### src/verilog/fswg_pkg.sv
// Function
// - flash splits into boot, app code, app data in 256-byte blocks via two fuses
// - boot region spans address zero up to 256 times boot end fuse
// - boot end fuse zero makes whole flash boot region
// - app end zero, boot end nonzero: app code to flash end, no data
// - app end nonzero but not above boot end: no app code, data to end
// - app end above boot end: code to 256*app end, data takes rest
// - boundary above flash size: fuse ignored, default used
// - boot code may write app code and app data regions
// - app code may write app data region
// - code in app data may not write flash or eeprom
// - cpu never writes the boot region
// - boot read lock blocks data reads and execution from boot region
// - boot lock set only from boot code, effective after leaving boot
// - app code write protect blocks updates of app code region; debug port writes bypass it while the device is unlocked
// - flash writes and erases act on whole pages
// - eeprom page operation touches only marked bytes
// - writing an eeprom or user row byte into page buffer marks it for update
// - user row survives chip erase
// - user row writable as eeprom, and by debug port while locked
// - vectors at app code start after reset, relocate moves them to boot start
package fswg_pkg;
   localparam int FLASH_AW      = 14;
   localparam int FUSE_W        = 8;
   localparam int BLOCK_SHIFT   = 8;
   localparam int FLASH_PAGE_W  = 6;
   localparam int EE_AW         = 8;
   localparam int EE_PAGE_W     = 5;
   localparam int EE_PAGE_BYTES = 32;
   localparam logic [FLASH_AW:0]  FLASH_SIZE      = 15'h4000;
   localparam logic [FUSE_W-1:0]  BOOT_END_DFLT   = 8'h00;
   localparam logic [FUSE_W-1:0]  APP_END_DFLT    = 8'h00;
   localparam logic               BOOT_LOCK_RST   = 1'b0;
   localparam logic               APC_WP_RST      = 1'b0;
   localparam logic               VEC_RELOC_RST   = 1'b0;

   typedef enum logic [1:0] {
      FSWG_REG_BOOT = 2'b00,
      FSWG_REG_CODE = 2'b01,
      FSWG_REG_DATA = 2'b10
   } fswg_region_e;

   typedef enum logic [1:0] {
      FSWG_TGT_FLASH = 2'b00,
      FSWG_TGT_EEPROM = 2'b01,
      FSWG_TGT_USER = 2'b10
   } fswg_target_e;

   typedef struct packed {
      logic                valid;
      logic                from_debug;
      fswg_target_e        target;
      logic [FLASH_AW-1:0] addr;
      logic [7:0]          data;
   } fswg_wreq_s;

   typedef struct packed {
      logic                valid;
      logic                chip_erase;
      fswg_target_e        target;
      logic [FLASH_AW-1:0] addr;
   } fswg_cmd_s;
endpackage : fswg_pkg

### src/verilog/fswg_guard.sv
`timescale 1ns/1ps
`default_nettype none
module fswg_guard import fswg_pkg::*; (
   input  wire logic                 core_clk,
   input  wire logic                 nrst,
   input  wire logic [FUSE_W-1:0]    boot_end_fuse,
   input  wire logic [FUSE_W-1:0]    app_code_end_fuse,
   input  wire logic [FLASH_AW-1:0]  cpu_pc,
   input  wire logic                 rd_valid,
   input  wire logic                 rd_fetch,
   input  wire logic [FLASH_AW-1:0]  rd_addr,
   input  wire fswg_wreq_s           wreq,
   input  wire fswg_cmd_s            cmd,
   input  wire logic                 boot_lock_set,
   input  wire logic                 app_wp_set,
   input  wire logic                 vector_relocate_select,
   input  wire logic                 device_locked,
   output logic                      rd_allow,
   output logic                      wreq_ready,
   output fswg_region_e              exec_region,
   output logic [FLASH_AW-1:0]       boot_end_addr_q,
   output logic [FLASH_AW:0]         code_end_addr_q,
   output logic [FLASH_AW-1:0]       vector_base_q,
   output logic                      boot_read_lock_q,
   output logic                      app_code_write_protect_q,
   output logic                      pb_wr_q,
   output logic [EE_PAGE_W-1:0]      pb_idx_q,
   output logic [7:0]                pb_data_q,
   output logic                      nvm_op_q,
   output logic                      nvm_chip_erase_q,
   output fswg_target_e              nvm_target_q,
   output logic [FLASH_AW-1:0]       nvm_page_addr_q,
   output logic [EE_PAGE_BYTES-1:0]  nvm_byte_mask_q,
   output logic                      nvm_keep_user_q,
   output logic                      wr_denied_q
);
   // ==================================================
   // region decode
   logic [FLASH_AW+8:0]      be_raw;
   logic [FLASH_AW+8:0]      ae_raw;
   logic [FUSE_W-1:0]        be_f;
   logic [FUSE_W-1:0]        ae_f;
   logic [FLASH_AW:0]        be_b;
   logic [FLASH_AW:0]        ae_b;
   logic                     boot_lock_armed_q;
   logic [EE_PAGE_BYTES-1:0] mark_q;
   logic                     in_boot_exec;
   logic                     wreq_ok;
   logic                     wreq_marks;
   logic                     cmd_ok;
   logic [EE_PAGE_W-1:0]     wreq_idx;

   // fuse times block size, wide enough to see overflow
   always_comb begin
      be_raw = 23'({boot_end_fuse, 8'h00});
      ae_raw = 23'({app_code_end_fuse, 8'h00});
   end

   // out-of-range fuse falls back to its default
   always_comb begin
      if (be_raw > 23'(FLASH_SIZE)) begin
         be_f = BOOT_END_DFLT;
      end else begin
         be_f = boot_end_fuse;
      end
      if (ae_raw > 23'(FLASH_SIZE)) begin
         ae_f = APP_END_DFLT;
      end else begin
         ae_f = app_code_end_fuse;
      end
   end

   // boundaries as byte addresses
   always_comb begin
      be_b = 15'({be_f, 8'h00});
      ae_b = 15'({ae_f, 8'h00});
      if (be_f == 8'h00) begin
         be_b = FLASH_SIZE;
         ae_b = FLASH_SIZE;
      end else if (ae_f == 8'h00) begin
         ae_b = FLASH_SIZE;
      end else if (ae_f <= be_f) begin
         ae_b = be_b;
      end
   end

   function automatic fswg_region_e region_of(input logic [FLASH_AW-1:0] a);
      fswg_region_e r;
      if ({1'b0, a} < be_b) begin
         r = FSWG_REG_BOOT;
      end else if ({1'b0, a} < ae_b) begin
         r = FSWG_REG_CODE;
      end else begin
         r = FSWG_REG_DATA;
      end
      return r;
   endfunction : region_of

   // a process, so fuse changes alone also re-evaluate the region
   always_comb begin
      exec_region = region_of(cpu_pc);
   end

   assign in_boot_exec = (exec_region == FSWG_REG_BOOT);

   always_ff @(posedge core_clk or negedge nrst) begin
      if (!nrst) begin
         boot_end_addr_q <= '0;
      end else if (be_b == FLASH_SIZE) begin
         boot_end_addr_q <= '0;
      end else begin
         boot_end_addr_q <= be_b[FLASH_AW-1:0];
      end
   end

   always_ff @(posedge core_clk or negedge nrst) begin
      if (!nrst) begin
         code_end_addr_q <= '0;
      end else begin
         code_end_addr_q <= ae_b;
      end
   end

   // vectors follow the code region start unless relocated
   always_ff @(posedge core_clk or negedge nrst) begin
      if (!nrst) begin
         vector_base_q <= '0;
      end else if (vector_relocate_select) begin
         vector_base_q <= '0;
      end else begin
         vector_base_q <= boot_end_addr_q;
      end
   end

   // ==================================================
   // lock bits
   always_ff @(posedge core_clk or negedge nrst) begin
      if (!nrst) begin
         boot_lock_armed_q <= BOOT_LOCK_RST;
      end else if (boot_lock_set && in_boot_exec) begin
         boot_lock_armed_q <= 1'b1;
      end
   end

   // lock bites only once execution has left boot
   always_ff @(posedge core_clk or negedge nrst) begin
      if (!nrst) begin
         boot_read_lock_q <= BOOT_LOCK_RST;
      end else if (boot_lock_armed_q && !in_boot_exec) begin
         boot_read_lock_q <= 1'b1;
      end
   end

   always_ff @(posedge core_clk or negedge nrst) begin
      if (!nrst) begin
         app_code_write_protect_q <= APC_WP_RST;
      end else if (app_wp_set) begin
         app_code_write_protect_q <= 1'b1;
      end
   end

   // ==================================================
   // read / fetch gate
   always_comb begin
      rd_allow = 1'b1;
      if (rd_valid && boot_read_lock_q && region_of(rd_addr) == FSWG_REG_BOOT) begin
         rd_allow = 1'b0;
      end
      if (rd_valid && rd_fetch && boot_read_lock_q && in_boot_exec) begin
         rd_allow = 1'b0;
      end
   end

   // ==================================================
   // write permission
   function automatic logic write_ok(input fswg_target_e t,
                                     input logic         dbg,
                                     input logic [FLASH_AW-1:0] a);
      fswg_region_e dst;
      logic         ok;
      dst = region_of(a);
      if (t == FSWG_TGT_USER && dbg) begin
         ok = 1'b1;
      end else if (dbg) begin
         ok = !device_locked;
      end else if (exec_region == FSWG_REG_DATA) begin
         ok = 1'b0;
      end else if (t != FSWG_TGT_FLASH) begin
         ok = 1'b1;
      end else if (dst == FSWG_REG_BOOT) begin
         ok = 1'b0;
      end else if (dst == FSWG_REG_CODE) begin
         ok = (exec_region == FSWG_REG_BOOT) && !app_code_write_protect_q;
      end else begin
         ok = 1'b1;
      end
      return ok;
   endfunction : write_ok

   always_comb begin
      wreq_ok    = wreq.valid && write_ok(wreq.target, wreq.from_debug, wreq.addr);
      cmd_ok     = cmd.valid && (cmd.chip_erase || write_ok(cmd.target, 1'b0, cmd.addr));
      wreq_idx   = wreq.addr[EE_PAGE_W-1:0];
      wreq_marks = wreq_ok && (wreq.target != FSWG_TGT_FLASH);
   end

   // refused writes are dropped, the port never waits
   assign wreq_ready = 1'b1;

   // ==================================================
   // page buffer path
   always_ff @(posedge core_clk or negedge nrst) begin
      if (!nrst) begin
         pb_wr_q <= 1'b0;
      end else begin
         pb_wr_q <= wreq_ok;
      end
   end

   always_ff @(posedge core_clk or negedge nrst) begin
      if (!nrst) begin
         wr_denied_q <= 1'b0;
      end else begin
         wr_denied_q <= wreq.valid && !wreq_ok;
      end
   end

   always_ff @(posedge core_clk or negedge nrst) begin
      if (!nrst) begin
         pb_idx_q <= '0;
      end else begin
         pb_idx_q <= wreq_idx;
      end
   end

   always_ff @(posedge core_clk or negedge nrst) begin
      if (!nrst) begin
         pb_data_q <= '0;
      end else begin
         pb_data_q <= wreq.data;
      end
   end

   // ==================================================
   // eeprom byte marks
   // a byte stored in the issue cycle keeps its mark for the next page
   always_ff @(posedge core_clk or negedge nrst) begin
      if (!nrst) begin
         mark_q <= '0;
      end else if (nvm_op_q) begin
         mark_q <= '0;
         if (wreq_marks) begin
            mark_q[wreq_idx] <= 1'b1;
         end
      end else if (wreq_marks) begin
         mark_q[wreq_idx] <= 1'b1;
      end
   end

   // ==================================================
   // nvm operation issue
   always_ff @(posedge core_clk or negedge nrst) begin
      if (!nrst) begin
         nvm_op_q <= 1'b0;
      end else begin
         nvm_op_q <= cmd_ok;
      end
   end

   always_ff @(posedge core_clk or negedge nrst) begin
      if (!nrst) begin
         nvm_chip_erase_q <= 1'b0;
      end else begin
         nvm_chip_erase_q <= cmd.valid && cmd.chip_erase;
      end
   end

   // chip erase leaves the user row alone
   always_ff @(posedge core_clk or negedge nrst) begin
      if (!nrst) begin
         nvm_keep_user_q <= 1'b0;
      end else begin
         nvm_keep_user_q <= cmd.valid && cmd.chip_erase;
      end
   end

   always_ff @(posedge core_clk or negedge nrst) begin
      if (!nrst) begin
         nvm_target_q <= FSWG_TGT_FLASH;
      end else begin
         nvm_target_q <= cmd.target;
      end
   end

   // flash pages are 64 bytes, eeprom pages 32
   always_ff @(posedge core_clk or negedge nrst) begin
      if (!nrst) begin
         nvm_page_addr_q <= '0;
      end else if (cmd.target == FSWG_TGT_FLASH) begin
         nvm_page_addr_q <= {cmd.addr[FLASH_AW-1:FLASH_PAGE_W], {FLASH_PAGE_W{1'b0}}};
      end else begin
         nvm_page_addr_q <= {cmd.addr[FLASH_AW-1:EE_PAGE_W], {EE_PAGE_W{1'b0}}};
      end
   end

   // flash always takes the whole page, eeprom only marked bytes
   always_ff @(posedge core_clk or negedge nrst) begin
      if (!nrst) begin
         nvm_byte_mask_q <= '0;
      end else if (cmd.target == FSWG_TGT_FLASH) begin
         nvm_byte_mask_q <= '1;
      end else begin
         nvm_byte_mask_q <= mark_q;
      end
   end
endmodule : fswg_guard
`default_nettype wire

### config.mk
export PLATFORM = sky130hd
export DESIGN_NAME = fswg_guard
export DESIGN_NICKNAME = d
export VERILOG_FILES = /design/src/verilog/fswg_pkg.sv /design/src/verilog/fswg_guard.sv
export SDC_FILE = /design/constraint.sdc
export NUM_CORES = 1
export LEC_CHECK = 0
export BUFFER_PORTS_ARGS = -buffer_cell sky130_fd_sc_hd__buf_4
export CORE_MARGIN = 2
export CORE_UTILIZATION = 35
export CTS_CLUSTER_SIZE = 40
export DETAILED_ROUTE_END_ITERATION = 12
export HOLD_SLACK_MARGIN = 0.08
export SKIP_CTS_REPAIR_TIMING = 1
export SLEW_MARGIN = 10
export SYNTH_ARGS = -nofsm -noshare
export SYNTH_HDL_FRONTEND = slang
export SYNTH_SLANG_ARGS = --single-unit
### constraint.sdc
create_clock -name core_clk -period 6.9 [get_ports core_clk]
set_clock_uncertainty 0.1 [all_clocks]
set_input_delay 1.38 -clock core_clk [delete_from_list [all_inputs] [get_ports core_clk]]
set_output_delay 1.38 -clock core_clk [all_outputs]
set_load 0.02 [all_outputs]
# --- Word-level counts from Yosys, hierarchy flattened ---
# Cells that the tools add are included.
word_totals:
  inputBits: 96
  elab_cells: 100
  ff_bits: 143
  out_inout_bits: 115
classes:
  muxes: 35
  reduce_logical: 30
  order_cmp: 13
  n_eq_ne: 5
  bitwise_logic: 1
op_table:
  columns: ["cell", "count"]
  rows:
  - ["2-to-1 mux 32 bit", 4]
  - ["less-than comparator 14 x 15 -> 1 bit", 8]
  - ["2-to-1 mux 15 bit", 4]
  - ["> comparator 16 x 15 -> 1 bit (second input constant)", 2]
  - ["bitwise OR 32 bit", 1]
  - ["2-to-1 mux 14 bit", 2]
  - ["zero test 8 bit", 2]
  - ["2-to-1 mux 2 bit", 8]
  - ["2-to-1 mux 8 bit", 2]
  - ["equality test 15 bit (second input constant)", 1]
  - ["logical AND 1 bit", 15]
  - ["2-to-1 mux 1 bit", 13]
  - ["zero test 2 bit", 5]
  - ["<= comparator 8 bit", 1]
  - ["less-than comparator 5 x 6 -> 1 bit (second input constant)", 1]
  - ["2-to-1 mux 6 bit", 1]
  - ["nonzero test 2 bit", 3]
  - ["demux 1 bit (select 5 bit)", 1]
  - ["greater-or-equal comparator 5 x 1 -> 1 bit (second input constant)", 1]
  - ["equality test 2 x 1 -> 1 bit (second input constant)", 2]
  - ["equality test 2 bit (second input constant)", 2]
  - ["zero test 1 bit", 4]
  - ["logical OR 1 bit", 1]

# --- Logic depth before layout (Yosys ltp) ---
# Gate-level depths: netlist of run 1.
depth:
  word_depth: 21
  mapped_depth: 18
  depth_no_buf: 18

# --- Worst setup path after synthesis of run 1 ---
# Ideal clock, no wire load.
synth_path:
  path_type: "input to output"
  start: "input boot_end_fuse[0]"
  end: "output exec_region[1]"
  t_required_ns: 5.420
  cell_stages: 15
  arrival_time_ns: 4.966
  path_buffers: 0
  slack_ns: 0.454
  path_cell_list: "nor4_1 and4b_1 inv_1 ha_1 and3_1 a221o_1 o21ai_2 mux2_2 nand2_1 ha_1 a21oi_1 o21ai_0 nor4_1 o21a_1 nor4_1"
synth_via:
  elab_chain_cells: 9
  elab_cells_between_ends: 12
  classes_between: "order compare (4); mux (7); reduce/logical (1)"
synth_rtl:
  columns: ["item", "line_no", "text"]
  rows:
  - ["start, declared", "fswg_guard.sv:6", "input wire logic [FUSE_W-1:0] boot_end_fuse,"]
  - ["> comparator 16 x 15 -> 1 bit", "fswg_guard.sv:61", "if (be_raw > 23'(FLASH_SIZE)) begin"]
  - ["2-to-1 mux 8 bit *", "fswg_guard.sv:61", null]
  - ["<= comparator 8 bit", "fswg_guard.sv:82", "end else if (ae_f <= be_f) begin"]
  - ["2-to-1 mux 15 bit", "fswg_guard.sv:82", null]
  - ["2-to-1 mux 15 bit", "fswg_guard.sv:80", "end else if (ae_f == 8'h00) begin"]
  - ["2-to-1 mux 15 bit", "fswg_guard.sv:77", "if (be_f == 8'h00) begin"]
  - ["less-than comparator 14 x 15 -> 1 bit", "fswg_guard.sv:91", "end else if ({1'b0, a} < ae_b) begin"]
  - ["2-to-1 mux 2 bit", "fswg_guard.sv:91", null]
  - ["2-to-1 mux 2 bit *", "fswg_guard.sv:89", "if ({1'b0, a} < be_b) begin"]
  - ["end, declared", "fswg_guard.sv:20", "output fswg_region_e exec_region,"]
# Every way passes the cells marked *; elsewhere a longest branch is shown, timed or not.

# --- Worst setup path in the final report of run 1 ---
# Ends and elaborated chain as after synthesis.

==> results.toml, run 1 <==
[run_status]
status = "completed"

[clocking]
cts_num_sinks = 114
cts_made_buffers = 17
cts_buffer_depth = 2
path_clk_slew_ns = 0.05
cts_tree = "done"
htree_num_levels = 4
clk_latency_ns = 0.40
root_buffer = "clkbuf_16"

[die]
num_rows = 45
start_util = 0.356
dieArea_um2 = 16400
die_h_um = 128
die-width_um = 128
io_pins = 211
core-area_um2 = 15100

[global_routing]
grt_util_all_layers = 0.180
grt_pass1_wl_um = 22600
grt_max_degree = 72
grt_pass1_vias = 4400
grt-ovfl-total = 0
antenna_found_initial = 0

[timing]
finalCritPeriodShare = 0.968
clock.fmax_mhz = 150
fin_crit_ns = 6.68
setup_tns_ns = 0
setup_ws_ns = 0.220
hold_viol = 0
slew_headroom = 0.313
finalSetupViolCount = 0
rsz0062_at_grt = "no"
maxSlewViolCount = 0
tightest_slew_ns = 1.03

[logic_synthesis]
synthTopCellsByCount = "dfrtp_1 (114), inv_1 (50), ha_1 (43)"
synth_top_cell_by_area = "dfrtp_1"
synth_top_cell_area_share = 0.531
synth.most_common_cell = "dfrtp_1"
synth_edf_count = 0
netlist_instances = 483
ys_ff_latch = 114
synth_top_cells_by_area = "dfrtp_1 (53%), ha_1 (10%), o32ai_1 (5.2%)"
avgSynthCellArea_um2 = 11.1
ys.flop_type = "dfrtp_1"
synth-seq-area-share = 0.531
async_flop_share = 1.00
ys_types = 52
ys.warnings.count = 0
synth_area_um2 = 5380

[flow_run]
maxCapViolCount = 0

[finish]
fillers = 1396
diodes = 0
drive_above_1_share = 0.325
nNetsFinal = 797
area_growth_pct = 36.4
fin_cells = 859

[drt]
via_per_inst = 4.99
wl_um = 14200
drtPass1Iterations = 4
route.vias.total = 4285
met3_length_um = 960
wire_per_inst_um = 16.5
drtIter0Drc = 266
drc = 0
maxUsedRoutingLayer = "met4"
ant_nets = 0
wl_met2_um = 6920
met1_length_um = 6070

[hold_path]
hp-class = "reg2reg"

[setup_path]
cp_data_required_time_ns = 5.42
cp-start-kind = "primary input"
cp_max_fo = 5
critPathArrivalTime_ns = 5.20
crit_type = "in2out"
endpoint_kind = "output port"

[place]
dp_worst_setup_slack_ns = 0.0360
place_congestion = 0.875
io_buffers = 156
placedCellCount = 824
place.detailed.hpwl_um = 10900

[power_and_ir_drop]
p_leak_nw = 3.56
vdd_drop_max_uv = 171
powerDensity_nw_per_um2 = 255
## sequential cells by signal, indices dropped and copies added, names as in the netlist, 2 cells and up
| signal | count |
|---|---|
| pb_idx_q | 5 |
| code_end_addr_q | 7 |
| nvm_page_addr_q | 9 |
| pb_data_q | 8 |
| nvm_target_q | 2 |
| boot_end_addr_q | 6 |
| nvm_byte_mask_q | 32 |
| vector_base_q | 6 |
| mark_q | 32 |
## cell families after synthesis
kind of cell | Yosys count | synth area share
muxes | 6 | 0.0133
other | 2 | 0.00140
adders and majority gates | 43 | 0.100
DFF | 114 | 0.531
AOI/OAI and AO/OA | 129 | 0.165
buffers and inverters | 93 | 0.0908
and+or+nand+nor | 96 | 0.0987
## where the power goes
part	total (mW)	switching [mW]	internal [mW]
clock network	0.908	0.315	0.593
registers	0.709	0.0133	0.696
logic	0.254	0.149	0.105
total	1.87	0.477	1.39
## layer usage
metal  global-route usage  vias up
li1                     -     2016
met1                0.230     2072
met2                0.299      177
met3               0.0413       20
met4               0.0621        0
met5                    0        -
## stage by stage
stage	util	power, mW	hold WS (ns)	area [um^2]
2_1_floorplan	-	0.858	0.328	5490
3_3_place_gp	0.442	0.964	0.341	6670
3_5_place_dp	0.442	0.970	0.351	6670
4_1_cts	0.484	1.88	0.362	7300
5_1_grt	0.486	1.95	0.378	7330
6_report	0.486	1.87	0.358	7330
## final cells by class
type                    count  area (um^2)  share of cell area
inverters                  50          188              0.0256
flip-flops and latches    114         2850               0.389
multi-input cells         306         2160               0.295
clock buffers              19          453              0.0618
clock inverters            13          174              0.0237
well taps                 188          235              0.0321
repair buffers            169         1270               0.173
## cells in the final DEF (no fill, tap or decap), types with 4 or more instances in the layout
cell	Yosys	routed
buf_4	31	169
dfrtp_1	114	114
inv_1	50	50
ha_1	43	43
o21ai_0	41	41
o32ai_1	32	32
conb_1	2	32
nand2_1	27	27
nor2_1	17	17
clkbuf_16	0	17
a21oi_1	15	15
nor2b_1	12	12
a21o_1	10	10
and2_1	8	8
nand3_1	6	6
mux2_2	5	5
o211ai_1	4	4
nand4_1	4	4
o21a_1	4	4
a211oi_1	4	4
inv_6	0	4
## worst max-delay path, stage by stage
cell and delay [ns]:
buf_4 0.12, nor4_2 0.37, and4b_1 0.29, inv_1 0.08
ha_1 0.30, and3_1 0.15, a221o_1 0.43, o21ai_4 0.22
mux2_2 0.37, nand2_1 0.12, ha_1 0.27, a21oi_1 0.13
o21ai_0 0.14, nor4_1 0.23, o21a_1 0.21, nor4_1 0.06
buf_4 0.16, buf_4 0.15
## final timing paths
check	startpoint	end	slack [ns]	cells after the start
worst max register to register	nvm_op_q	mark_q[25]	5.36	1
worst min register to register	mark_q[11]	nvm_byte_mask_q[11]	0.36	2
max in group asynchronous	nrst	mark_q[30]	4.55	2
min in group asynchronous	nrst	pb_data_q[3]	0.87	1
worst min-delay path	mark_q[11]	nvm_byte_mask_q[11]	0.36	2
worst max-delay path	boot_end_fuse[0]	exec_region[1]	0.22	18
Note: power is estimated with default switching activity, not from simulation.
==> run 2: changes to the inputs <==
Settings changed: PLACE_DENSITY_LB_ADDON set to 0.05.
==> run 2 against run 1 <==
- critical path depth unchanged
- flip-flop and latch count unchanged
- combinational power about the same
- utilization up 0.37 points
- clock-buffer cell count up 4
- largest cell class unchanged
- setup slack better by 0.062 ns
- clock power up 4.4%
==> results.toml, run 2 (synthesis gave the netlist of run 1 again) <==
[drt]
ant_nets = 0
drc = 0
drtIter0Drc = 283
via_per_inst = 4.88
wire_per_inst_um = 16.9
route.vias.total = 4207
drtPass1Iterations = 4
met1_length_um = 7040
wl_met2_um = 6410
maxUsedRoutingLayer = "met4"
wl_um = 14600
met3_length_um = 989

[global_routing]
grt_max_degree = 59
grt_pass1_vias = 4262
grt_util_all_layers = 0.186
grt-ovfl-total = 0
antenna_found_initial = 0
grt_pass1_wl_um = 23000

[timing]
finalSetupViolCount = 0
finalCritPeriodShare = 0.959
whs_ns = 0.354
hold_viol = 0
setup_tns_ns = 0
clock.fmax_mhz = 151
rsz0062_at_grt = "no"
fin_crit_ns = 6.62
slew_headroom = 0.231
tightest_slew_ns = 1.15
maxSlewViolCount = 0

[power_and_ir_drop]
vdd_drop_max_uv = 175
powerDensity_nw_per_um2 = 259
p_total_mw = 1.91
p_leak_nw = 3.58

[clocking]
htree_num_levels = 4
cts_num_sinks = 114
cts_tree = "done"
clk_latency_ns = 0.41
cts_made_buffers = 17
cts_buffer_depth = 2
path_clk_slew_ns = 0.05
root_buffer = "clkbuf_16"

[finish]
fillers = 1421
diodes = 0
finalInstanceArea_um2 = 7390
reg.largest.list = "mark_q x32, nvm_byte_mask_q x32, nvm_page_addr_q x9"
nNetsFinal = 800
final_common_cell = "buf_4"
layout_common_cells = "buf_4 (172), dfrtp_1 (114), inv_1 (50)"
area_growth_pct = 37.4
multiInputGateArea_um2 = 2180
fin_cells = 862
ff_latch_area_um2 = 2850
drive_above_1_share = 0.323

[place]
placedCellCount = 829
place.detailed.hpwl_um = 10900
place_congestion = 0.877
io_buffers = 156
place_area_um2 = 6710

[setup_path]
cp-start-kind = "primary input"
crit_type = "in2out"
cp_data_required_time_ns = 5.42
reg2reg_setup_slack_ns = 5.26
critPathArrivalTime_ns = 5.14
cp_max_fo = 6
endpoint_kind = "output port"

[die]
start_util = 0.356
core-area_um2 = 15100
io_pins = 211
die_h_um = 128
num_rows = 45
dieArea_um2 = 16400
die-width_um = 128

[run_status]
status = "completed"

[hold_path]
hp-class = "reg2reg"

[flow_run]
maxCapViolCount = 0
-- run 2: path summary, 6_finish.rpt --
kind	startpoint	to	cells past startpoint
setup / recovery	boot_end_fuse[0]	exec_region[0]	18
hold / removal	mark_q[3]	nvm_byte_mask_q[3]	2
setup reg to reg	nvm_op_q	mark_q[23]	1
hold reg to reg	mark_q[3]	nvm_byte_mask_q[3]	2
max in group asynchronous	nrst	pb_data_q[7]	2
min in group asynchronous	nrst	nvm_page_addr_q[6]	1
-- run 2: critical path: stages --
cell,delay (ns)
buf_4,0.13
nor4_4,0.35
and4b_1,0.29
inv_1,0.07
ha_1,0.30
and3_1,0.16
a221o_1,0.42
o21ai_4,0.24
mux2_2,0.37
nand2_1,0.09
ha_1,0.25
a21oi_1,0.16
o21ai_0,0.14
nor4_1,0.19
o21a_1,0.21
nor3_1,0.06
nor2_1,0.13
buf_4,0.16
-- run 2: power breakdown --
group | internal (mW) | leakage, nW | total, mW | switching, mW
Clock | 0.658 | 0.304 | 0.948 | 0.290
Sequential | 0.696 | 1.47 | 0.711 | 0.0143
Combinational | 0.103 | 1.81 | 0.252 | 0.149
Total | 1.46 | 3.58 | 1.91 | 0.453
-- run 2: stage by stage --
| stage | util | setup slack [ns] |
|---|---|---|
| floorplan | - | 0.454 |
| global placement | 0.445 | 0.0421 |
| detailed placement | 0.445 | -0.00201 |
| CTS | 0.487 | -0.0241 |
| global route | 0.490 | 0.0216 |
| finish | 0.490 | 0.282 |
-- run 2: metal layers --
layer,vias to the layer above,GRT usage
met1,2030,0.263
met2,153,0.277
li1,2013,-
met3,11,0.0522
met5,-,0
met4,0,0.0608
-- run 2: area by class of cell --
cell class | instances | share of cell area
multi-input combinational | 306 | 0.295
clock inverter | 9 | 0.0240
inverter | 50 | 0.0254
timing repair buffer | 172 | 0.175
sequential | 114 | 0.386
tap | 188 | 0.0318
clock buffer | 23 | 0.0633
